===== src/rtfs_defs.svh =====
// Offsets, field positions, reset values and limits of the restore time and flash write status bank.
`ifndef RTFS_DEFS_SVH
`define RTFS_DEFS_SVH

// ==========================================================================
// Register byte offsets on the APB bus
`define RTFS_OFS_YEAR_MONTH      12'h000
`define RTFS_OFS_DAY_HOUR        12'h004
`define RTFS_OFS_MINUTE_SECOND   12'h008
`define RTFS_OFS_CENTURY_WEEKDAY 12'h00C
`define RTFS_OFS_PM_PROGRESS     12'h010
`define RTFS_OFS_WEAR_LOW        12'h014
`define RTFS_OFS_WEAR_HIGH       12'h018
`define RTFS_OFS_ROM_PROGRESS    12'h01C
`define RTFS_OFS_INT_STATUS      12'h020
`define RTFS_OFS_INT_MASK        12'h024
`define RTFS_OFS_FLASH_ERROR     12'h028

// ==========================================================================
// Field positions inside a 16-bit timestamp word
`define RTFS_HI_BYTE_MSB 15
`define RTFS_HI_BYTE_LSB 8
`define RTFS_LO_BYTE_MSB 7
`define RTFS_LO_BYTE_LSB 0

// ==========================================================================
// Interrupt status and mask bit positions
`define RTFS_INT_RESTORE   0
`define RTFS_INT_PM_DONE   1
`define RTFS_INT_ROM_DONE  2
`define RTFS_INT_FLASH_ERR 3
`define RTFS_INT_WIDTH     4

// ==========================================================================
// Reset values and limits
`define RTFS_RST_STAMP     64'h0000_0000_0000_0000
`define RTFS_RST_PCT       8'h00
`define RTFS_RST_WEAR      32'h0000_0000
`define RTFS_RST_INT       4'h0
`define RTFS_RST_WORD      32'h0000_0000
`define RTFS_PCT_MAX       8'h64
`define RTFS_WEAR_LIMIT    32'h0001_86A0
`define RTFS_ERROR_CODE    16'h064A
`define RTFS_NO_ERROR_CODE 16'h0000

`endif


===== src/rtfs_pkg.sv =====
// Types shared by the restore time and flash write status bank.
package rtfs_pkg;

  // ==========================================================================
  // Restore timestamp, every field two BCD digits except the weekday code.
  typedef struct packed {
    logic [7:0] year_low;
    logic [7:0] month;
    logic [7:0] day;
    logic [7:0] hour;
    logic [7:0] minute;
    logic [7:0] second;
    logic [7:0] century;
    logic [7:0] weekday;
  } rtfs_stamp_t;

  // ==========================================================================
  // Progress report from the flash write engine.
  typedef struct packed {
    logic       valid;
    logic [7:0] pct;
  } rtfs_progress_t;

  // ==========================================================================
  // APB access phase tracking.
  typedef enum logic [1:0] {
    RTFS_IDLE = 2'b00,
    RTFS_WAIT = 2'b01,
    RTFS_DONE = 2'b10
  } rtfs_apb_state_t;

endpackage


===== src/rtfs_status_bank.sv =====
// Restore time and flash write status register bank with APB slave and interrupt.
// Function
// - Word one holds last two year digits and the month, both BCD.
// - BCD day of month in upper byte, BCD hour in lower byte of word two.
// - BCD minute in upper byte, BCD second in lower byte of word three.
// - Year's first two BCD digits and weekday code 0 to 6 in word four.
// - Program memory write progress kept as whole percentage from 0 to 100.
// - A write or transfer command zeroes the matching progress register first.
// - Standard ROM write progress kept as percentage 0 to 100, separate register.
// - Program memory wear index is unsigned 32-bit over two 16-bit registers.
// - Wear index above one hundred thousand raises flash error, code 1610.
// - Wear index keeps counting past the threshold, no saturation.
// - Wear index advances once per about two program memory writes.
//
// Our own choices: the register addresses and the APB register port.
`timescale 1ns/100ps
`include "rtfs_defs.svh"

module rtfs_status_bank (
  input  wire logic                   pclk,
  input  wire logic                   presetn,
  input  wire logic [11:0]            paddr,
  input  wire logic                   psel,
  input  wire logic                   penable,
  input  wire logic                   pwrite,
  input  wire logic [31:0]            pwdata,
  input  wire logic [3:0]             pstrb,
  output logic [31:0]                 prdata,
  output logic                        pready,
  output logic                        pslverr,
  input  wire logic                   restore_load,
  input  wire rtfs_pkg::rtfs_stamp_t  restore_stamp,
  input  wire logic                   pm_cmd,
  input  wire rtfs_pkg::rtfs_progress_t pm_update,
  input  wire logic                   rom_cmd,
  input  wire rtfs_pkg::rtfs_progress_t rom_update,
  input  wire logic                   pm_write_op,
  output logic                        irq,
  output logic                        flash_error,
  output logic [15:0]                 flash_error_code
);

  // ==========================================================================
  // Helper functions

  // The engine should never report above 100, but a clip keeps software
  // from ever seeing an impossible percentage.
  function automatic logic [7:0] pct_clip(input logic [7:0] pct);
    if (pct > `RTFS_PCT_MAX) begin
      pct_clip = `RTFS_PCT_MAX;
    end else begin
      pct_clip = pct;
    end
  endfunction

  function automatic logic [31:0] word16(input logic [7:0] hi, input logic [7:0] lo);
    word16 = {16'h0000, hi, lo};
  endfunction

  // ==========================================================================
  // Declarations
  rtfs_pkg::rtfs_stamp_t     stamp_reg;
  rtfs_pkg::rtfs_stamp_t     stamp_next;
  logic [7:0]                pm_pct_reg;
  logic [7:0]                pm_pct_next;
  logic [7:0]                rom_pct_reg;
  logic [7:0]                rom_pct_next;
  logic [`RTFS_INT_WIDTH-1:0] int_status_reg;
  logic [`RTFS_INT_WIDTH-1:0] int_status_next;
  logic [`RTFS_INT_WIDTH-1:0] int_mask_reg;
  logic [`RTFS_INT_WIDTH-1:0] int_mask_next;
  logic [`RTFS_INT_WIDTH-1:0] int_set;
  logic [`RTFS_INT_WIDTH-1:0] int_clear;
  logic                      irq_reg;
  logic [15:0]               err_code_reg;
  logic                      err_flag_reg;
  rtfs_pkg::rtfs_apb_state_t state_reg;
  rtfs_pkg::rtfs_apb_state_t state_next;
  logic [31:0]               prdata_reg;
  logic [31:0]               prdata_next;
  logic                      pready_reg;
  logic                      pslverr_reg;
  logic                      pslverr_next;
  logic [31:0]               wear_index;
  logic                      wear_over;
  logic                      wear_cross;
  logic                      access;
  logic                      commit;
  logic                      answer;
  logic                      pready_next;
  logic                      pslverr_gated;
  logic [31:0]               prdata_gated;
  logic                      wr_commit;
  logic                      hit_year_month;
  logic                      hit_day_hour;
  logic                      hit_min_sec;
  logic                      hit_cent_wday;
  logic                      hit_pm_pct;
  logic                      hit_wear_low;
  logic                      hit_wear_high;
  logic                      hit_rom_pct;
  logic                      hit_int_status;
  logic                      hit_int_mask;
  logic                      hit_flash_err;
  logic                      hit_read_only;
  logic                      hit_any;
  logic [`RTFS_INT_WIDTH-1:0] wdata_bits;
  logic                      low_lane;
  logic                      pm_done;
  logic                      rom_done;

  // ==========================================================================
  // Wear index counter
  rtfs_wear_counter i_rtfs_wear_counter (
    .pclk        (pclk),
    .presetn     (presetn),
    .write_op    (pm_write_op),
    .index       (wear_index),
    .over_limit  (wear_over),
    .cross_pulse (wear_cross)
  );

  // ==========================================================================
  // Address decode
  assign hit_year_month = paddr == `RTFS_OFS_YEAR_MONTH;
  assign hit_day_hour   = paddr == `RTFS_OFS_DAY_HOUR;
  assign hit_min_sec    = paddr == `RTFS_OFS_MINUTE_SECOND;
  assign hit_cent_wday  = paddr == `RTFS_OFS_CENTURY_WEEKDAY;
  assign hit_pm_pct     = paddr == `RTFS_OFS_PM_PROGRESS;
  assign hit_wear_low   = paddr == `RTFS_OFS_WEAR_LOW;
  assign hit_wear_high  = paddr == `RTFS_OFS_WEAR_HIGH;
  assign hit_rom_pct    = paddr == `RTFS_OFS_ROM_PROGRESS;
  assign hit_int_status = paddr == `RTFS_OFS_INT_STATUS;
  assign hit_int_mask   = paddr == `RTFS_OFS_INT_MASK;
  assign hit_flash_err  = paddr == `RTFS_OFS_FLASH_ERROR;

  assign hit_read_only  = hit_year_month | hit_day_hour | hit_min_sec | hit_cent_wday |
                          hit_pm_pct | hit_wear_low | hit_wear_high | hit_rom_pct |
                          hit_flash_err;
  assign hit_any        = hit_read_only | hit_int_status | hit_int_mask;

  // One wait state is inserted so that read data and pready both come from
  // flip-flops; the cost is one extra cycle per access.
  assign access    = psel && penable;
  assign commit    = access && pready_reg;
  // An answer starts only from IDLE, so the cycle in which pready stands
  // can never start a second answer for the same access.
  assign answer        = access && (state_reg == rtfs_pkg::RTFS_IDLE);
  assign pready_next   = answer;
  assign pslverr_gated = answer ? pslverr_next : 1'b0;
  assign prdata_gated  = answer ? prdata_next : `RTFS_RST_WORD;
  assign wr_commit = commit && pwrite && !pslverr_reg;
  assign low_lane  = pstrb[0];
  assign wdata_bits = pwdata[`RTFS_INT_WIDTH-1:0];

  // ==========================================================================
  // APB phase sequencing
  // WAIT is the single cycle in which pready stands.
  always_comb begin
    state_next = state_reg;
    case (state_reg)
      rtfs_pkg::RTFS_IDLE: begin
        if (answer) begin
          state_next = rtfs_pkg::RTFS_WAIT;
        end
      end
      rtfs_pkg::RTFS_WAIT: begin
        state_next = rtfs_pkg::RTFS_IDLE;
      end
      rtfs_pkg::RTFS_DONE: begin
        state_next = rtfs_pkg::RTFS_IDLE;
      end
      default: begin
        state_next = rtfs_pkg::RTFS_IDLE;
      end
    endcase
  end

  // ==========================================================================
  // Read data selection
  // reads have no side effect
  always_comb begin
    prdata_next  = `RTFS_RST_WORD;
    pslverr_next = 1'b0;
    if (!hit_any) begin
      pslverr_next = 1'b1;
    end else if (pwrite && hit_read_only) begin
      pslverr_next = 1'b1;
    end else if (pwrite) begin
      prdata_next = `RTFS_RST_WORD;
    end else if (hit_year_month) begin
      prdata_next = word16(stamp_reg.year_low, stamp_reg.month);
    end else if (hit_day_hour) begin
      prdata_next = word16(stamp_reg.day, stamp_reg.hour);
    end else if (hit_min_sec) begin
      prdata_next = word16(stamp_reg.minute, stamp_reg.second);
    end else if (hit_cent_wday) begin
      prdata_next = word16(stamp_reg.century, stamp_reg.weekday);
    end else if (hit_pm_pct) begin
      prdata_next = {24'h00_0000, pm_pct_reg};
    end else if (hit_wear_low) begin
      // The halves are not latched together, so a count between two reads
      // can tear the value; software should read high, low, high again.
      // low half of index
      prdata_next = {16'h0000, wear_index[15:0]};
    end else if (hit_wear_high) begin
      prdata_next = {16'h0000, wear_index[31:16]};
    end else if (hit_rom_pct) begin
      prdata_next = {24'h00_0000, rom_pct_reg};
    end else if (hit_int_status) begin
      prdata_next = {28'h000_0000, int_status_reg};
    end else if (hit_int_mask) begin
      prdata_next = {28'h000_0000, int_mask_reg};
    end else begin
      prdata_next = {15'h0000, err_flag_reg, err_code_reg};
    end
  end

  // ==========================================================================
  // APB slave registers
  always_ff @(posedge pclk or negedge presetn) begin
    if (!presetn) begin
      state_reg   <= rtfs_pkg::RTFS_IDLE;
      pready_reg  <= 1'b0;
      pslverr_reg <= 1'b0;
      prdata_reg  <= `RTFS_RST_WORD;
    end else begin
      state_reg   <= state_next;
      pready_reg  <= pready_next;
      pslverr_reg <= pslverr_gated;
      prdata_reg  <= prdata_gated;
    end
  end

  // ==========================================================================
  // Restore timestamp capture
  // stamp captured on restore
  // weekday kept to code 0 to 6
  // An out of range weekday is stored as Sunday so software never sees a bad code.
  always_comb begin
    stamp_next = stamp_reg;
    if (restore_load) begin
      stamp_next = restore_stamp;
      if (restore_stamp.weekday > 8'h06) begin
        stamp_next.weekday = 8'h00;
      end
    end
  end

  always_ff @(posedge pclk or negedge presetn) begin
    if (!presetn) begin
      stamp_reg <= `RTFS_RST_STAMP;
    end else begin
      stamp_reg <= stamp_next;
    end
  end

  // ==========================================================================
  // Write progress
  // command zeroes progress first
  assign pm_pct_next  = pm_cmd ? `RTFS_RST_PCT :
                        pm_update.valid ? pct_clip(pm_update.pct) : pm_pct_reg;
  assign rom_pct_next = rom_cmd ? `RTFS_RST_PCT :
                        rom_update.valid ? pct_clip(rom_update.pct) : rom_pct_reg;

  assign pm_done  = !pm_cmd && pm_update.valid && (pct_clip(pm_update.pct) == `RTFS_PCT_MAX) &&
                    (pm_pct_reg != `RTFS_PCT_MAX);
  assign rom_done = !rom_cmd && rom_update.valid && (pct_clip(rom_update.pct) == `RTFS_PCT_MAX) &&
                    (rom_pct_reg != `RTFS_PCT_MAX);

  always_ff @(posedge pclk or negedge presetn) begin
    if (!presetn) begin
      pm_pct_reg  <= `RTFS_RST_PCT;
      rom_pct_reg <= `RTFS_RST_PCT;
    end else begin
      pm_pct_reg  <= pm_pct_next;
      rom_pct_reg <= rom_pct_next;
    end
  end

  // ==========================================================================
  // Flash error reporting
  // error flag and code
  // The flag follows the compare level, so it stays up while the index is
  // above the limit, which is until reset or until the 32-bit index wraps to zero.
  always_ff @(posedge pclk or negedge presetn) begin
    if (!presetn) begin
      err_flag_reg <= 1'b0;
      err_code_reg <= `RTFS_NO_ERROR_CODE;
    end else begin
      err_flag_reg <= wear_over;
      err_code_reg <= wear_over ? `RTFS_ERROR_CODE : `RTFS_NO_ERROR_CODE;
    end
  end

  // ==========================================================================
  // Interrupt status and mask
  assign int_set[`RTFS_INT_RESTORE]   = restore_load;
  assign int_set[`RTFS_INT_PM_DONE]   = pm_done;
  assign int_set[`RTFS_INT_ROM_DONE]  = rom_done;
  assign int_set[`RTFS_INT_FLASH_ERR] = wear_cross;

  assign int_clear = (wr_commit && hit_int_status && low_lane) ? wdata_bits : `RTFS_RST_INT;

  // A new event in the same cycle as its clear stays set, so none is lost.
  assign int_status_next = (int_status_reg & ~int_clear) | int_set;
  assign int_mask_next   = (wr_commit && hit_int_mask && low_lane) ? wdata_bits : int_mask_reg;

  // The interrupt is taken from the next state values so that it rises in the
  // same cycle as the status bit and still leaves straight from a flip-flop.

  always_ff @(posedge pclk or negedge presetn) begin
    if (!presetn) begin
      int_status_reg <= `RTFS_RST_INT;
      int_mask_reg   <= `RTFS_RST_INT;
      irq_reg        <= 1'b0;
    end else begin
      int_status_reg <= int_status_next;
      int_mask_reg   <= int_mask_next;
      irq_reg        <= |(int_status_next & int_mask_next);
    end
  end

  // ==========================================================================
  // Outputs
  assign prdata           = prdata_reg;
  assign pready           = pready_reg;
  assign pslverr          = pslverr_reg;
  assign irq              = irq_reg;
  assign flash_error      = err_flag_reg;
  assign flash_error_code = err_code_reg;

endmodule


===== src/rtfs_wear_counter.sv =====
// Program memory wear index counter with threshold error detection.
`timescale 1ns/100ps
`include "rtfs_defs.svh"

module rtfs_wear_counter (
  input  wire logic        pclk,
  input  wire logic        presetn,
  input  wire logic        write_op,
  output logic [31:0]      index,
  output logic             over_limit,
  output logic             cross_pulse
);

  logic        half_reg;
  logic        half_next;
  logic [31:0] index_reg;
  logic [31:0] index_next;
  logic        over_reg;
  logic        over_next;
  logic        cross_reg;

  // ==========================================================================
  // Counting
  // every second write
  assign half_next  = write_op ? ~half_reg : half_reg;
  assign index_next = (write_op && half_reg) ? index_reg + 32'h0000_0001 : index_reg;
  assign over_next  = index_next > `RTFS_WEAR_LIMIT;

  always_ff @(posedge pclk or negedge presetn) begin
    if (!presetn) begin
      half_reg  <= 1'b0;
      index_reg <= `RTFS_RST_WEAR;
      over_reg  <= 1'b0;
      cross_reg <= 1'b0;
    end else begin
      half_reg  <= half_next;
      index_reg <= index_next;
      over_reg  <= over_next;
      cross_reg <= over_next && !over_reg;
    end
  end

  assign index       = index_reg;
  assign over_limit  = over_reg;
  assign cross_pulse = cross_reg;

endmodule


===== config.mk =====
export PLATFORM = sky130hd
export DESIGN_NAME = rtfs_status_bank
export DESIGN_NICKNAME = d
export VERILOG_FILES = /design/src/rtfs_pkg.sv /design/src/rtfs_status_bank.sv /design/src/rtfs_wear_counter.sv
export VERILOG_INCLUDE_DIRS = /design/src /design/src/src
export SDC_FILE = /design/constraint.sdc
export NUM_CORES = 1
export LEC_CHECK = 0
export BUFFER_PORTS_ARGS = -buffer_cell sky130_fd_sc_hd__buf_2
export CAP_MARGIN = 20
export CORE_MARGIN = 5
export CORE_UTILIZATION = 45
export DETAILED_ROUTE_END_ITERATION = 8
export GPL_ROUTABILITY_DRIVEN = 0
export PLACE_DENSITY = 0.69
export SLEW_MARGIN = 10
export SYNTH_ARGS = -nofsm -noshare
export SYNTH_HDL_FRONTEND = slang
export SYNTH_SLANG_ARGS = --single-unit

===== constraint.sdc =====
create_clock -name pclk -period 4.6 [get_ports pclk]
set_input_delay 0.92 -clock pclk [delete_from_list [all_inputs] [get_ports pclk]]
set_output_delay 0.92 -clock pclk [all_outputs]
set_load 0.03 [all_outputs]

## Yosys cells after proc, flatten, opt, wreduce, memory -nomap -nowiden

Cells that the tools add are included.

| word-level totals | value |
|---|---|
| register bits after elaboration | 172 |
| memories kept | 0 |
| input bits | 139 |
| latch bits | 0 |
| word-level logic and storage cells | 115 |
| ROM bits | 0 |
| bits in writable memories | 0 |

| operators by class | value |
|---|---|
| bitwise operators | 15 |
| magnitude comparators | 4 |
| reductions and logical operators | 27 |
| add/sub/neg operators | 1 |
| shifts and indexed selects | 0 |
| multiply operators | 0 |
| muxes and demuxes | 30 |
| equality and inequality tests | 15 |
| divide/modulo/power cells | 0 |

Operator list:

| kind | count |
|---|---|
| 17-bit 2-to-1 mux | 13 |
| 32-bit 2-to-1 mux | 2 |
| 8-bit 2-to-1 mux | 7 |
| 12-bit by 5-bit == test with 1-bit output, second input constant | 4 |
| 12-bit by 6-bit == test with 1-bit output, second input constant | 3 |
| 32-bit by 1-bit adder with 32-bit output, second input constant | 1 |
| 32-bit by 17-bit greater-than comparator with 1-bit output, second input constant | 1 |
| 12-bit by 4-bit == test with 1-bit output, second input constant | 2 |
| 1-bit logical AND | 18 |
| 8-bit by 7-bit == test with 1-bit output, second input constant | 2 |
| 8-bit by 7-bit greater-than comparator with 1-bit output, second input constant | 2 |
| 8-bit by 7-bit != test with 1-bit output, second input constant | 2 |
| 12-bit by 3-bit == test with 1-bit output, second input constant | 1 |
| 12-bit logical NOT | 1 |
| 11-bit 2-to-1 mux | 1 |
| 1-bit bitwise OR | 10 |
| 4-bit AND | 2 |
| 8-bit by 3-bit greater-than comparator with 1-bit output, second input constant | 1 |
| 4-bit 2-to-1 mux | 2 |
| 1-bit logical NOT | 4 |
| 2-bit 2-to-1 mux | 2 |
| 4-bit NOT | 1 |
| 4-bit bitwise OR | 1 |
| 2-bit nonzero test | 2 |
| other kinds (5) | 7 |

## Longest topological paths before layout

Gate-level depths: netlist of the first run.

| depth | value |
|---|---|
| depth after elaboration | 15 |
| mapped depth | 9 |

## Modules after synthesis

From an unflattened synthesis of the first run, not the netlist that was laid out.

| second synthesis, totals | value |
|---|---|
| cells, all modules | 805 |
| area total of the unflattened synthesis | 8,005.2 um2 |

By module, submodules not included:

| module | times used | cells an instance | area each (um2) | seq. area each (um2) |
|---|---|---|---|---|
| rtfs_status_bank | 1 | 589 | 5,904.4 | 2,752.6 |
| rtfs_wear_counter | 1 | 216 | 2,100.8 | 875.8 |

## Least setup slack after synthesis of the first run

OpenSTA, ideal clock, no wires.

| timing path | value |
|---|---|
| path kind | input to register |
| from | in pm_write_op |
| to | reg i_rtfs_wear_counter.cross_reg (netlist: i_rtfs_wear_counter.cross_pulse) |
| buffers on the path | 1 |
| setup slack | 1.986 ns |
| library setup time | 0.138 ns |
| data arrival time | 2.475 ns |
| data required time | 4.462 ns |
| cell stages on the path | 8 |
| cell sequence | buf_2 nand4_4 or3_1 xor2_1 o311a_1 a211oi_1 o31ai_1 a31oi_1 |

| on the way | value |
|---|---|
| word-level cells in the longest chain between the ends | 4 |

RTL lines:

| element | line | RTL |
|---|---|---|
| from (decl) | rtfs_status_bank.sv:37 | `input wire logic pm_write_op,` |
| 1-bit logical AND | rtfs_wear_counter.sv:26 | `assign index_next = (write_op && half_reg) ? index_reg + 32'h0000_0001 : index_reg;` |
| 32-bit 2-to-1 mux | rtfs_wear_counter.sv:26 |  |
| 32-bit by 17-bit greater-than comparator with 1-bit output (no line) | -- |  |
| 1-bit logical AND | rtfs_wear_counter.sv:39 | `cross_reg <= over_next && !over_reg;` |
| to (signal assigned) | rtfs_wear_counter.sv:39 |  |
| to (decl) | rtfs_wear_counter.sv:20 | `logic cross_reg;` |

No other way between the ends.
A chain may end at the register's enable or synchronous reset.

## Worst setup path after layout of the first run

| timing path | value |
|---|---|
| from | in paddr[9] |
| to | reg prdata_reg[3] (netlist: prdata[3]) |

| on the way | value |
|---|---|
| word-level cells in the longest chain between the ends | 15 |
| elaborated cells between the ends (all ways) | 36 |
| those cells by class | eq/ne (10); mux (14); bitwise (10); reduce/logical (2) |

RTL lines:

| element | line | RTL |
|---|---|---|
| from (decl) | rtfs_status_bank.sv:22 | `input wire logic [11:0] paddr,` |
| 12-bit by 6-bit == test with 1-bit output (no line) | -- |  |
| 17-bit 2-to-1 mux | rtfs_status_bank.sv:212 | `end else if (hit_int_mask) begin` |
| 17-bit 2-to-1 mux | rtfs_status_bank.sv:210 | `end else if (hit_int_status) begin` |
| 17-bit 2-to-1 mux | rtfs_status_bank.sv:208 | `end else if (hit_rom_pct) begin` |
| 17-bit 2-to-1 mux | rtfs_status_bank.sv:206 | `end else if (hit_wear_high) begin` |
| 17-bit 2-to-1 mux | rtfs_status_bank.sv:201 | `end else if (hit_wear_low) begin` |
| 17-bit 2-to-1 mux | rtfs_status_bank.sv:199 | `end else if (hit_pm_pct) begin` |
| 17-bit 2-to-1 mux | rtfs_status_bank.sv:197 | `end else if (hit_cent_wday) begin` |
| 17-bit 2-to-1 mux | rtfs_status_bank.sv:195 | `end else if (hit_min_sec) begin` |
| 17-bit 2-to-1 mux | rtfs_status_bank.sv:193 | `end else if (hit_day_hour) begin` |
| 17-bit 2-to-1 mux | rtfs_status_bank.sv:191 | `end else if (hit_year_month) begin` |
| 17-bit 2-to-1 mux | rtfs_status_bank.sv:189 | `end else if (pwrite) begin` |
| 17-bit 2-to-1 mux | rtfs_status_bank.sv:187 | `end else if (pwrite && hit_read_only) begin` |
| 17-bit 2-to-1 mux (*) | rtfs_status_bank.sv:185 | `if (!hit_any) begin` |
| 32-bit 2-to-1 mux (no line) (*) | -- |  |
| net prdata_gated[3] | rtfs_status_bank.sv:92 | `logic [31:0] prdata_gated;` |
| to (signal assigned) | rtfs_status_bank.sv:226 | `` prdata_reg <= `RTFS_RST_WORD; `` |
| to (signal assigned) | rtfs_status_bank.sv:231 | `prdata_reg <= prdata_gated;` |
| to (decl) | rtfs_status_bank.sv:79 | `logic [31:0] prdata_reg;` |

The timed path passes the listed nets; every way through them passes the cells marked *.

==> results.toml, run 1 <==
[clock_tree]
cts_root_buffer = "clkbuf_16"
clkLatencyLatePin_ps = 420
hold_buffers = 0
clk_pin_slew_ps = 60
cts_buffer_depth = 2
htreeDepth = 4
tritoncts = "yes"
cts_buffers = 17
ctsResizeCount = 0
cts_sinks = 145
post_cts.repair.setup_buffers = 0

[routing]
viasPerCell = 5.52
route.layer.met1.wl_um = 8090
routed.top_layer = "met4"
met3_length_um = 1170
drt_iter0_markers = 305
wl_per_cell_um = 17.8
dr_total_vias = 5950
drcViolationCount = 0
wl_um = 19200
wl_met2_um = 9480
detail-route-antenna-nets = 0
drt_first_pass_iters = 5

[cells_and_area]
num_antenna_cells = 0
drive_gt1_frac = 0.318
largest_register_ff_count = 64
layout.cells.non_filler = 1077
area_growth_pct = 17.0
nets = 981

[floorplanning]
die_h_um = 142
core_um2 = 17200
dieArea_um2 = 20100
rows = 48
fp.dieW_um = 142
initial_core_util = 0.455
ioPinCount = 191

[timing]
rsz0062_at_grt = "no"
fmax_mhz = 351
final-hold-violation-count = 0
finalCriticalPeriod_ps = 2850
fin_skew_ps = 6.04
slew_headroom = 0.455
setup_viol = 0
slew_viol_final = 0
setup_tns_ps = 0
fin_crit_sh = 0.620
worst_pin_slew_ps = 816

[worst_hold_path]
hold_class = "input port to async pin"

[power_and_ir_drop]
ir_worst_vdd_mv = 0.301
p_per_area_nw_per_um2 = 371
p_leak_nw = 4.04

[worst_setup_path]
cp_top_family = "simple AND/OR/NAND/NOR gates"
crit_path_start_kind = "input port"
critPathCaptureType = "flop"
rrSetupSlack_ps = 1970
arrival_ps = 3150
path_class = "input port to flop"
path_buf_inv = 1
cp_max_fo = 17
path_cells = "buf_2 > or4_4 > nor2_1 > nand3b_1 > o2111a_1 > a211oi_1 > nor3_1"
cp.required_ps = 4900
slowest_stage = "or4_4"
max_stage_delay_ps = 590

[synth]
synth_cell_types = 83
avgSynthCellArea_um2 = 10.7
yosysMostFrequentCell = "dfrtp_1"
ys_ff_latch = 145
yosysSeqAreaShare = 0.465
yosysWarnings = 0
synth-edff-count = 0
synth-async-reset-ratio = 1.00
synth_top_area_frac = 0.465
synth_area_um2 = 7810
synth_area_leader_cell = "dfrtp_1"
synth_cells = 729
netlist_top_cells_count = "dfrtp_1, mux2_2, nand2_1, nor2_1, buf_4"
synth_flop_cell = "dfrtp_1"
yosys-top-cells-area = "dfrtp_1, mux2_2, buf_4, xnor2_1, nand2_1"

[status]
status = "complete, no violations"

[grt]
grt-ovfl-total = 0
grt_pass1_wl_um = 30600
antenna_found_initial = 0
grt_max_degree = 118
grt_usage = 0.192
grt_pass1_vias = 5876

[place]
dp_cells = 1046
dp_hpwl_um = 13900
io_buffers = 133

[job]
maxCapViolCount = 0
[kinds of logic after synthesis]
kind of cell	after synthesis	share of synthesized area
flip-flops	145	0.465
adder cells (fa/ha/maj)	1	0.00160
AO/OA/AOI/OAI	136	0.122
other	1	0.000480
multiplexers	82	0.123
buffers and inverters	83	0.0615
XOR/XNOR	35	0.0392
AND/OR/NAND/NOR	246	0.187
[worst paths after layout]
| kind | startpoint | cells past startpoint | endpoint |
|---|---|---|---|
| worst max-delay path | paddr[9] | 7 | prdata[3]$_DFF_PN0_ |
| worst min-delay path | presetn | 1 | i_rtfs_wear_counter.half_reg$_DFFE_PN0P_ |
| worst max register to register | i_rtfs_wear_counter.index[0]$_DFF_PN0_ | 8 | i_rtfs_wear_counter.cross_pulse$_DFF_PN0_ |
| worst min register to register | i_rtfs_wear_counter.over_limit$_DFF_PN0_ | 0 | flash_error_code[9]$_DFF_PN0_ |
| max in group asynchronous | presetn | 3 | stamp_reg[3]$_DFFE_PN0P_ |
| min in group pclk | i_rtfs_wear_counter.over_limit$_DFF_PN0_ | 0 | flash_error_code[9]$_DFF_PN0_ |
[power breakdown]
part | internal, mW | switching (mW)
logic | 0.182 | 0.227
clock network | 0.985 | 0.517
registers | 1.36 | 0.114
total | 2.53 | 0.857
[cells in the final DEF (no fill, tap or decap), drive strengths merged, types with 12 or more instances in the layout]
cell / instances
nor3: 14
mux2i: 13
mux2: 64
nand2: 54
nand2b: 12
buf: 141
xor2: 12
o21ai: 22
nor2: 53
a21oi: 33
clkbuf: 21
xnor2: 23
conb: 26
nor2b: 16
dfrtp: 145
nand3: 25
[layout make-up]
| class | count | area [µm²] |
|---|---|---|
| well taps | 225 | 282 |
| multi-input cells | 526 | 3800 |
| clock inverters | 9 | 181 |
| fillers | 1570 | 8040 |
| flip-flops and latches | 145 | 3630 |
| clock buffers | 21 | 460 |
| inverters | 10 | 37.5 |
| repair buffers | 141 | 752 |
[routing by layer]
layer  vias up  track usage
li1       2829            -
met1      2909        0.251
met2       181        0.313
met3        31       0.0485
met4         0       0.0646
met5         -            0
[metrics by stage]
stage	setup slack, ps	hold slack, ps	cell area (µm²)	power (mW)	util
2_1_floorplan	1990	354	7910	1.77	-
3_3_place_gp	1310	365	8470	1.89	0.493
3_5_place_dp	1270	374	8470	1.90	0.493
4_1_cts	1750	386	9110	3.41	0.530
5_1_grt	1560	400	9140	3.52	0.532
6_report	1750	387	9140	3.39	0.532
Note: power is estimated with default switching activity, not from simulation.
==> inputs of run 2 (changes only) <==
- clock period: 4.6 -> 2.7 ns (I/O delays scaled with it)
==> results.toml, run 2 (synthesis results as in run 1) <==
[timing]
slew_viol_final = 0
setup_viol = 0
setup_tns_ps = 0
rsz0062_at_grt = "no"
finalCriticalPeriod_ps = 2390
fin_crit_sh = 0.886
fin_skew_ps = 7.65
final-hold-violation-count = 0
slew_headroom = 0.542
worst_pin_slew_ps = 688
fmax_mhz = 418

[routing]
drt_first_pass_iters = 5
viasPerCell = 5.52
dr_total_vias = 6138
detail-route-antenna-nets = 0
drt_iter0_markers = 505
drcViolationCount = 0
wl_um = 19800
wl_per_cell_um = 17.8

[worst_setup_path]
path_class = "flop to flop"
critPathCaptureType = "flop"
reg2reg_from = "i_rtfs_wear_counter.index[1]$_DFF_PN0_"
path_cells = "ha_1 > and4b_1 > a22oi_1 > or3_1 > a22oi_1 > a211oi_1 > o31ai_1 > buf_4 > a31oi_1"
crit_top_cell = "a22oi_1"
cp.required_ps = 2990
cp_max_fo = 6
arrival_ps = 2680
max_stage_delay_ps = 460
crit_path_start_kind = "flop"
slowest_stage = "dfrtp_1"
reg2regPathDepth = 9
rrSetupSlack_ps = 310
r2r-end = "i_rtfs_wear_counter.cross_pulse$_DFF_PN0_"

[floorplanning]
dieArea_um2 = 20100
ioPinCount = 191
initial_core_util = 0.455
fp.dieW_um = 142
die_h_um = 142
rows = 48
core_um2 = 17200

[cells_and_area]
area_growth_pct = 19.6
drive_gt1_frac = 0.346
layout_common_cells = "dfrtp_1, buf_2, mux2_2"
final_common_cell = "dfrtp_1"
fill_cells = 1545
nets = 1014
largest_register_ff_count = 64
num_antenna_cells = 0
layout.cells.non_filler = 1112

[grt]
antenna_found_initial = 0
grt_pass1_vias = 6177
grt-ovfl-total = 0
grt_pass1_wl_um = 32100
grt_usage = 0.200
grt_max_degree = 56

[place]
dp_cells = 1080
io_buffers = 133
dp_hpwl_um = 14900

[clock_tree]
post_cts.repair.setup_buffers = 0
clk_pin_slew_ps = 60
cts_buffers = 17
htreeDepth = 4
cts_root_buffer = "clkbuf_16"
cts_sinks = 145
tritoncts = "yes"
clkLatencyLatePin_ps = 420
cts_buffer_depth = 2
ctsResizeCount = 0
hold_buffers = 0

[power_and_ir_drop]
p_leak_nw = 4.19
p_total_mw = 5.64
ir_worst_vdd_mv = 0.506
p_per_area_nw_per_um2 = 603

[status]
status = "complete, no violations"

[job]
maxCapViolCount = 0

[worst_hold_path]
hold_class = "input port to async pin"
[run 2: worst max-delay path by stage]
stage	start	end	slack [ps]	cells after the start
floorplan	i_rtfs_wear_counter.index[0]$_DFF_PN0_	i_rtfs_wear_counter.cross_pulse$_DFF_PN0_	440	9
global placement	paddr[9]	prdata[3]$_DFF_PN0_	170	7
detailed placement	paddr[9]	prdata[3]$_DFF_PN0_	140	7
CTS	i_rtfs_wear_counter.index[1]$_DFF_PN0_	i_rtfs_wear_counter.cross_pulse$_DFF_PN0_	320	9
global route	i_rtfs_wear_counter.index[1]$_DFF_PN0_	i_rtfs_wear_counter.cross_pulse$_DFF_PN0_	140	9
finish	i_rtfs_wear_counter.index[1]$_DFF_PN0_	i_rtfs_wear_counter.cross_pulse$_DFF_PN0_	310	9
[run 2: worst max-delay path: cells and delay by family (launching register included)]
family | cells | cell delay, ps
DFF | 1 | 460
adders and majority gates | 1 | 310
buffers and inverters | 1 | 160
and+or+nand+nor | 2 | 580
AOI/OAI and AO/OA | 5 | 760
[run 2: area by class of cell]
cell class	instances	area (µm²)	area share
multi-input cells	526	3800	0.406
flip-flops and latches	145	3630	0.388
repair buffers	174	1000	0.108
clock buffers	18	429	0.0459
well taps	225	282	0.0301
clock inverters	14	166	0.0178
inverters	10	37.5	0.00402
[run 2: stage by stage]
| stage | hold WS, ps | setup WS [ps] | area, µm² | utilization |
|---|---|---|---|---|
| after floorplan | 244 | 436 | 7910 | - |
| after global placement | 363 | 166 | 8750 | 0.509 |
| after detailed placement | 383 | 145 | 8750 | 0.509 |
| after CTS | 89.7 | 315 | 9340 | 0.544 |
| after global routing | 110 | 141 | 9340 | 0.544 |
| final | 70.4 | 307 | 9340 | 0.544 |
[run 2: report_power, final]
part	switching [mW]	internal, mW
combinational	0.420	0.357
sequential	0.168	2.32
clock	0.921	1.45
[run 2: metal layers]
metal / GRT usage / wire length (µm)
met1: 0.261 / 8470
met2: 0.335 / 9910
met3: 0.0468 / 1110
met4: 0.0535 / 314
met5: 0 / 0
